<file path="config.mk">
export PLATFORM = sky130hd
export DESIGN_NAME = udt_timer
export DESIGN_NICKNAME = d
export VERILOG_FILES = /design/src/udt_timer.v
export VERILOG_INCLUDE_DIRS = /design/src
export SDC_FILE = /design/constraint.sdc
export NUM_CORES = 1
export LEC_CHECK = 0
export ABC_AREA = 1
export BUFFER_PORTS_ARGS = -buffer_cell sky130_fd_sc_hd__buf_2
export CORE_MARGIN = 8
export CORE_UTILIZATION = 35
export DETAILED_ROUTE_END_ITERATION = 10
export GPL_TIMING_DRIVEN = 0
export PLACE_DENSITY = 0.66
export SYNTH_ARGS = -nofsm -noshare
export SYNTH_HDL_FRONTEND = slang
export SYNTH_SLANG_ARGS = --single-unit
</file>
<file path="constraint.sdc">
create_clock -name clk_in -period 6 [get_ports clk_in]
set_input_delay 0.3 -clock clk_in [delete_from_list [all_inputs] [get_ports clk_in]]
set_output_delay 0.3 -clock clk_in [all_outputs]
set_load 0.1 [all_outputs]
</file>
<file path="src/udt_consts.vh">
/*
  Constants for the up/down encoder timer: prescaler, phase modes,
  clear-source codes, edge-select codes.
  Assumes inclusion by bare name from the timer design file.
*/
`ifndef UDT_CONSTS_VH
`define UDT_CONSTS_VH

`define UDT_WIDTH 16
`define UDT_MAX 16'hffff
`define UDT_ZERO 16'h0000
`define UDT_ONE 16'h0001
`define UDT_PRESC_W 9
`define UDT_PRESC_MIN_SHIFT 4'h3
`define UDT_PHASE_M1 3'h4
`define UDT_PHASE_M2 3'h5
`define UDT_PHASE_M3 3'h6
`define UDT_PHASE_M4 3'h7
`define UDT_EDGE_RISE 2'h1
`define UDT_EDGE_FALL 2'h2
`define UDT_EDGE_BOTH 2'h3
`define UDT_CLR_EXT 2'h1
`define UDT_CLR_CMP 2'h2
`define UDT_CLR_BOTH 2'h3

`endif

</file>
<file path="src/udt_timer.v">
/*
  Up/down encoder timer: 16-bit counter, two compare and two
  capture/compare channels, general timer and encoder modes.
  Assumes static configuration ports from software and asynchronous
  pins for count, clear and trigger inputs.
*/
// Operation
// - Interval mode compares counter with cycle compare
// - After match counter loads zero, then one
// - Free-run wraps at max, sets overflow flag
// - Each compare match raises its own irq; in scheme B the cycle and second irqs come only from the clearing match
// - Capture channel latches counter on trigger edge
// - Capture edge raises capture irq
// - Capture edge rising, falling or both
// - Timer output only in general-purpose mode
// - Count clock main clock divided 8..512
// - Cycle compare sets period, second sets duty
// - Output waveform starts at second period
// - Encoder mode counts only external inputs
// - Mode 1: B high down, low up
// - Mode 2: A edge up, B edge down
// - Mode 2 simultaneous edges: no count
// - Mode 3: B sampled high up, low down
// - Mode 4: count every edge, auto direction
// - Scheme A: selectable clear source, reload option
// - Scheme B up cycle match clears
// - Scheme B down second match clears
// - Overflow and underflow irqs, counting continues
// - Scheme A reload on zero while down
// - Mode 4 simultaneous edges keep direction
`timescale 1ns/1ps
`default_nettype none
`include "udt_consts.vh"

module udt_timer (
  input wire clk_in,
  input wire resetn_in,
  input wire count_enable_bit_in,
  input wire updown_mode_select_in,
  input wire interval_select_in,
  input wire clear_scheme_select_in,
  input wire [1:0] clear_source_in,
  input wire reload_enable_in,
  input wire [2:0] phase_mode_field_in,
  input wire [2:0] prescale_select_in,
  input wire output_level_select_in,
  input wire [1:0] capcmp_mode_in,
  input wire [1:0] edge_select_a_in,
  input wire [1:0] edge_select_b_in,
  input wire [1:0] edge_select_cap0_in,
  input wire [1:0] edge_select_cap1_in,
  input wire [15:0] cycle_compare_in,
  input wire [15:0] second_compare_in,
  input wire [15:0] capcmp_write_0_in,
  input wire [15:0] capcmp_write_1_in,
  input wire count_input_a_in,
  input wire count_input_b_in,
  input wire external_clear_pin_in,
  input wire capture_trigger_0_in,
  input wire capture_trigger_1_in,
  output reg [15:0] encoder_counter_out,
  output reg [15:0] capcmp_channel_0_out,
  output reg [15:0] capcmp_channel_1_out,
  output reg overflow_flag_out,
  output reg count_down_out,
  output reg timer_out_pin_out,
  output reg timer_out_pin_oe_out,
  output reg cycle_match_irq_out,
  output reg second_match_irq_out,
  output reg capcmp_irq_0_out,
  output reg capcmp_irq_1_out,
  output reg overflow_irq_out,
  output reg underflow_irq_out
);

  ////////////////////////////////////////////////////////////////////
  // Pin synchronisers and edge detection
  wire [4:0] pin_raw;
  reg [4:0] sync1_r;
  reg [4:0] sync2_r;
  reg [4:0] prev_r;
  wire [4:0] rise;
  wire [4:0] fall;

  assign pin_raw = {capture_trigger_1_in, capture_trigger_0_in, external_clear_pin_in,
                    count_input_b_in, count_input_a_in};

  genvar gi;
  generate
    for (gi = 0; gi < 5; gi = gi + 1) begin : g_sync
      always @(posedge clk_in or negedge resetn_in) begin
        if (!resetn_in) begin
          sync1_r[gi] <= 1'b0;
          sync2_r[gi] <= 1'b0;
          prev_r[gi] <= 1'b0;
        end else begin
          sync1_r[gi] <= pin_raw[gi];
          sync2_r[gi] <= sync1_r[gi];
          prev_r[gi] <= sync2_r[gi];
        end
      end
      assign rise[gi] = sync2_r[gi] & ~prev_r[gi];
      assign fall[gi] = ~sync2_r[gi] & prev_r[gi];
    end
  endgenerate

  function edge_ok;
    input [1:0] sel;
    input r;
    input f;
    begin
      edge_ok = ((sel == `UDT_EDGE_RISE) & r) | ((sel == `UDT_EDGE_FALL) & f) |
                ((sel == `UDT_EDGE_BOTH) & (r | f));
    end
  endfunction

  wire a_edge = edge_ok(edge_select_a_in, rise[0], fall[0]);
  wire b_edge = edge_ok(edge_select_b_in, rise[1], fall[1]);
  wire clr_edge = rise[2];
  wire cap0_edge = edge_ok(edge_select_cap0_in, rise[3], fall[3]);
  wire cap1_edge = edge_ok(edge_select_cap1_in, rise[4], fall[4]);
  wire a_any = rise[0] | fall[0];
  wire b_any = rise[1] | fall[1];

  ////////////////////////////////////////////////////////////////////
  // Prescaler
  reg [`UDT_PRESC_W-1:0] presc_r;
  wire [3:0] presc_shift = {1'b0, prescale_select_in} + `UDT_PRESC_MIN_SHIFT;
  wire [`UDT_PRESC_W-1:0] presc_mask =
    (`UDT_PRESC_W'h1 << presc_shift) - `UDT_PRESC_W'h1;
  wire int_tick = count_enable_bit_in & ((presc_r & presc_mask) == presc_mask);

  always @(posedge clk_in or negedge resetn_in) begin
    if (!resetn_in)
      presc_r <= {`UDT_PRESC_W{1'b0}};
    else if (!count_enable_bit_in)
      presc_r <= {`UDT_PRESC_W{1'b0}};
    else
      presc_r <= presc_r + `UDT_PRESC_W'h1;
  end

  ////////////////////////////////////////////////////////////////////
  // Count event and direction
  reg tick;
  reg dir_down;
  reg dir_last_r;

  always @* begin
    tick = 1'b0;
    dir_down = dir_last_r;
    if (!updown_mode_select_in) begin
      tick = int_tick;
      dir_down = 1'b0;
    end else if (count_enable_bit_in) begin
      case (phase_mode_field_in)
        `UDT_PHASE_M1: begin
          tick = a_edge;
          dir_down = sync2_r[1];
        end
        `UDT_PHASE_M2: begin
          tick = a_edge ^ b_edge;
          dir_down = b_edge;
        end
        `UDT_PHASE_M3: begin
          tick = a_edge;
          dir_down = ~sync2_r[1];
        end
        `UDT_PHASE_M4: begin
          tick = a_any | b_any;
          if (a_any & b_any)
            dir_down = dir_last_r;
          else if (a_any)
            dir_down = (sync2_r[0] == sync2_r[1]);
          else
            dir_down = (sync2_r[0] != sync2_r[1]);
        end
        default: begin
          tick = 1'b0;
          dir_down = dir_last_r;
        end
      endcase
    end
  end

  ////////////////////////////////////////////////////////////////////
  // Compare matches, held until the next count clock
  wire m_cyc = (encoder_counter_out == cycle_compare_in);
  wire m_sec = (encoder_counter_out == second_compare_in);
  wire m_cc0 = capcmp_mode_in[0] & (encoder_counter_out == capcmp_channel_0_out);
  wire m_cc1 = capcmp_mode_in[1] & (encoder_counter_out == capcmp_channel_1_out);
  wire at_max = (encoder_counter_out == `UDT_MAX);
  wire at_zero = (encoder_counter_out == `UDT_ZERO);
  wire scheme_a = updown_mode_select_in & ~clear_scheme_select_in;
  wire scheme_b = updown_mode_select_in & clear_scheme_select_in;

  reg [15:0] cnt_nxt;
  reg cyc_irq;
  reg sec_irq;
  reg ext_clr;

  always @* begin
    cnt_nxt = encoder_counter_out;
    cyc_irq = 1'b0;
    sec_irq = 1'b0;
    ext_clr = 1'b0;
    if (scheme_a & clear_source_in[0] & clr_edge & count_enable_bit_in) begin
      ext_clr = 1'b1;
      cnt_nxt = `UDT_ZERO;
    end else if (tick) begin
      cnt_nxt = dir_down ? encoder_counter_out - `UDT_ONE : encoder_counter_out + `UDT_ONE;
      if (!updown_mode_select_in) begin
        cyc_irq = m_cyc;
        if (interval_select_in & m_cyc)
          cnt_nxt = `UDT_ZERO;
        sec_irq = m_sec;
      end else if (scheme_b) begin
        if (!dir_down & m_cyc) begin
          cnt_nxt = `UDT_ZERO;
          cyc_irq = 1'b1;
        end
        if (dir_down & m_sec) begin
          cnt_nxt = `UDT_ZERO;
          sec_irq = 1'b1;
        end
      end else begin
        cyc_irq = m_cyc;
        sec_irq = m_sec;
        if (clear_source_in[1] & m_cyc & !dir_down)
          cnt_nxt = `UDT_ZERO;
        if (reload_enable_in & dir_down & at_zero)
          cnt_nxt = cycle_compare_in;
      end
    end
  end

  ////////////////////////////////////////////////////////////////////
  // Counter, capture, flags and irq pulses
  wire cap0_fire = ~capcmp_mode_in[0] & cap0_edge & count_enable_bit_in;
  wire cap1_fire = ~capcmp_mode_in[1] & cap1_edge & count_enable_bit_in;
  reg [1:0] period_cnt_r;

  always @(posedge clk_in or negedge resetn_in) begin
    if (!resetn_in) begin
      encoder_counter_out <= `UDT_ZERO;
      capcmp_channel_0_out <= `UDT_ZERO;
      capcmp_channel_1_out <= `UDT_ZERO;
      overflow_flag_out <= 1'b0;
      count_down_out <= 1'b0;
      dir_last_r <= 1'b0;
      cycle_match_irq_out <= 1'b0;
      second_match_irq_out <= 1'b0;
      capcmp_irq_0_out <= 1'b0;
      capcmp_irq_1_out <= 1'b0;
      overflow_irq_out <= 1'b0;
      underflow_irq_out <= 1'b0;
      period_cnt_r <= 2'h0;
      timer_out_pin_out <= 1'b0;
      timer_out_pin_oe_out <= 1'b0;
    end else begin
      encoder_counter_out <= cnt_nxt;
      if (tick) begin
        dir_last_r <= dir_down;
        count_down_out <= dir_down;
      end
      if (tick & !dir_down & at_max & !ext_clr)
        overflow_flag_out <= 1'b1;
      else if (!count_enable_bit_in)
        overflow_flag_out <= 1'b0;
      cycle_match_irq_out <= cyc_irq;
      second_match_irq_out <= sec_irq;
      overflow_irq_out <= tick & !ext_clr & !dir_down & at_max;
      underflow_irq_out <= tick & !ext_clr & dir_down & at_zero;
      if (cap0_fire)
        capcmp_channel_0_out <= encoder_counter_out;
      else if (capcmp_mode_in[0] & !count_enable_bit_in)
        capcmp_channel_0_out <= capcmp_write_0_in;
      if (cap1_fire)
        capcmp_channel_1_out <= encoder_counter_out;
      else if (capcmp_mode_in[1] & !count_enable_bit_in)
        capcmp_channel_1_out <= capcmp_write_1_in;
      capcmp_irq_0_out <= cap0_fire | (tick & m_cc0);
      capcmp_irq_1_out <= cap1_fire | (tick & m_cc1);
      if (!count_enable_bit_in)
        period_cnt_r <= 2'h0;
      else if (tick & m_cyc & interval_select_in & (period_cnt_r != 2'h2))
        period_cnt_r <= period_cnt_r + 2'h1;
      timer_out_pin_oe_out <= ~updown_mode_select_in;
      if (period_cnt_r == 2'h0)
        timer_out_pin_out <= output_level_select_in;
      else if (tick & m_cyc)
        timer_out_pin_out <= ~output_level_select_in;
      else if (tick & m_sec)
        timer_out_pin_out <= output_level_select_in;
    end
  end

endmodule
`default_nettype wire

</file>
==> metrics.md <==
| Metric | Value |
|---|---|
| Outcome | `finished, final reports clean` |
| Most frequent cell after synthesis | `nand2_1` |
| Initial Util | `0.357` |
| Fin crit period | `between 3 and 4 ns` |
| Ranking of synthesized cells by area | `dfrtp_1 (33%), nand2_1 (11%), nand3_1 (8.0%)` |
| Most frequent cells after synthesis | `nand2_1 (190), nand3_1 (103), inv_1 (90)` |
| Setup-failing EPs final | `0` |
| Slew Limit Headroom | `0.501` |
| Layer with the highest usage | `met2` |
| Pin count of the biggest net entering global routing | `approximately 60` |
| Clock skew | `~0.009 ns` |
| Setup Fix Bufs, Post-CTS | `0` |
| WL per Instance | `roughly 17 um` |
| Final hold viol count | `0` |
| Global route overflow | `0` |
| Static leakage | `4.04 nW` |
| Fraction of layout cells with a size suffix above 1 | `0.224` |
| # port buffers | `148` |
| Startpoint type of the worst setup path | `flip-flop` |
| Routability congestion estimate | `roughly 0.89` |
| CTS sink cnt | `84` |
| Post-DP HPWL | `roughly 17000 um` |
| Post-synth EDFFs | `0` |
| Yosys top cell area share | `0.328` |
| DRC viols | `0` |
| Nets@finish | `1149` |
| Synthesized area per cell | `~7.4 um2` |
| Met3 usage | `0.0385` |
| FFs w/ async S/R, synth | `1.00` |
| Synthesized cell area | `roughly 6400 um2` |
| Max Slew Vio Count | `0` |
| Part of the cycle the worst path needs | `0.644` |
| Met1 usage | `0.246` |
| CP required | `roughly 6.3 ns` |
| RSZ-0062 raised after global routing | `false` |
| 1st-pass router iterations | `5` |
| DR vias/cell | `about 5.1` |
| Clock network latency to the later pin of the worst-skew pair | `0.35 ns` |
| CTS tree | `yes` |
| Fmax achieved | `about 260 MHz` |
| Maximum VDD drop | `between 0.3 and 0.4 mV` |
| Primary FF master, synth | `dfrtp_1` |
| Critical Path AT | `roughly 4.2 ns` |
| Total wire length | `21400 um` |
| Post-DP Area | `7470 um2` |
| Initial antenna violation count | `0` |
| Max-Cap Viols | `0` |
| Power per cell area | `around 430 nW/um2` |
| Die Area | `about 23000 um2` |
| Layout fillers | `between 1500 and 2000` |
| Cell taking the most area after synthesis | `dfrtp_1` |
| Crit. End Element | `flip-flop` |
| Total global-route track usage | `0.188` |
| Vias in the first global route | `between 6000 and 7000` |
| CTS root buffer | `clkbuf_16` |
| Design area | `roughly 7700 um2` |
| Initial DRC count | `around 570` |
| Die Y | `between 150 and 200 um` |
| Post-synthesis sequential area ratio | `0.328` |
| CTS H-Tree Depth | `3` |
| Core area | `18000 um2` |
| Hold crit path type | `input port to flip-flop` |
| Vias | `6455` |
| Synthesized instance count | `about 870` |
| Worst-Margin Slew | `~0.75 ns` |
| Yosys warning count | `0` |
| First-pass GRT wire length | `33500 um` |
| Setup TNS | `0 ns` |
| Synth Register Bits | `between 80 and 90` |
| TritonCTS buffer count | `9` |
| # IOs | `roughly 150` |
| Crit path kind | `flip-flop to flip-flop` |
| Synth-to-Final Area Change | `20.8%` |
| Number of inserted diodes | `0` |
| Antenna Violating Nets Remaining | `0` |
| Clock transition at path regs | `0.06 ns` |
| Die W | `approximately 150 um` |
| CTS Buffer Depth | `2` |
| Post-synth cell types | `54` |
| Row count | `roughly 50` |
| Critical path peak fanout | `18` |
| M2 GR Usage | `0.311` |
layout by cell type, fill, tap and decap left out, types with 3 or more instances in the layout:
cell type,netlist,layout
nand2_1,190,190
nor3_1,12,12
clkbuf_1,13,14
clkbuf_16,0,9
buf_4,8,9
xnor2_1,26,26
o211ai_1,16,16
a21oi_1,43,43
buf_6,8,8
nand2_2,3,3
ha_1,26,26
nor2_2,3,3
xor2_1,29,29
a21o_1,3,3
nand4_1,20,20
buf_2,7,154
dfrtp_1,84,84
o221ai_1,13,13
nor4_1,3,3
nand3_1,103,103
o21ai_1,17,17
nor2_4,3,3
nor2_1,61,61
o21ai_0,26,26
nand2_4,3,3
inv_1,90,90
inv_2,11,11
a21oi_2,8,8
clkinv_2,0,3
where the power goes:
part,total (mW),switching (mW),internal [mW]
logic,2.03,1.51,0.527
clock network,0.517,0.241,0.276
registers,0.763,0.0977,0.665
total,3.31,1.85,1.47
what timing repair did:
action                    CTS  global route
resized for setup           0             0
hold endpoints to repair   24             0
hold buffers                1             0
final cells by class:
type	instances	area, um2	area share
Tap cell	229	287	0.0370
Buffer	38	241	0.0312
Multi-Input combinational cell	641	3680	0.475
Sequential cell	84	2100	0.272
Clock inverter	5	30.0	0.00388
Timing Repair Buffer	150	781	0.101
Clock buffer	10	229	0.0296
Inverter	103	389	0.0503
path summary, 6_finish.rpt:
| check | start | endpoint | slack [ns] | depth (start not counted) |
|---|---|---|---|---|
| setup / recovery | sync2_r[1] | encoder_counter_out[9] | 2.14 | 20 |
| hold / removal | count_input_b_in | sync1_r[1] | 0.06 | 1 |
| setup reg to reg | sync2_r[1] | encoder_counter_out[9] | 2.14 | 20 |
| hold reg to reg | sync1_r[3] | sync2_r[3] | 0.35 | 0 |
| max in group asynchronous | resetn_in | capcmp_channel_1_out[3] | 4.96 | 3 |
| min in group asynchronous | resetn_in | sync1_r[2] | 0.41 | 2 |
metal layers:
metal | share of wire | wire length, um
met2 | 0.48 | 10200
met3 | 0.072 | 1540
met1 | 0.44 | 9410
met5 | 0 | 0
met4 | 0.012 | 263
state kept, by name, summed over array words and instances (netlist names), 2 cells and up:
| register | count |
|---|---|
| prev_r | 5 |
| capcmp_channel_1_out | 16 |
| sync1_r | 5 |
| encoder_counter_out | 16 |
| period_cnt_r | 2 |
| capcmp_channel_0_out | 16 |
| sync2_r | 5 |
| presc_r | 9 |
kinds of logic after synthesis:
kind of cell             Yosys count  synth area share
flip-flops                        84             0.328
XOR/XNOR                          55            0.0752
AND/OR/NAND/NOR                  416             0.305
other                              1          0.000585
AO/OA/AOI/OAI                    141             0.138
adder cells (fa/ha/maj)           27            0.0539
buffers and inverters            141            0.0984
worst max-delay path, cell delays in order, from the launching register on:
cell and delay (ns):
dfrtp_1 0.43, inv_2 0.07, ha_1 0.35, nor2_1 0.12
nor2_1 0.04, nand2_1 0.08, nand3_2 0.08, nand2_4 0.12
nand3_4 0.15, inv_1 0.60, ha_1 0.41, a21oi_1 0.14
nand2_1 0.11, a21oi_1 0.31, o21bai_1 0.13, or2_1 0.22
nand2_1 0.10, a21oi_1 0.07, nor2_1 0.13, nand3_1 0.08
nand2_1 0.06
stage by stage:
step / hold slack, ns / util / std cells / setup WS (ns) / power (mW)
2_1_floorplan: 0.00441 / - / 866 / 2.57 / 2.36
3_3_place_gp: 0.332 / 0.414 / 1243 / 2.21 / 2.77
3_5_place_dp: 0.245 / 0.416 / 1244 / 2.20 / 2.79
4_1_cts: 0.0498 / 0.431 / 1260 / 2.18 / 3.32
5_1_grt: 0.0501 / 0.431 / 1260 / 1.74 / 3.52
6_report: 0.0593 / 0.431 / 1260 / 2.14 / 3.31
Note: power is estimated with default switching activity, not from simulation.
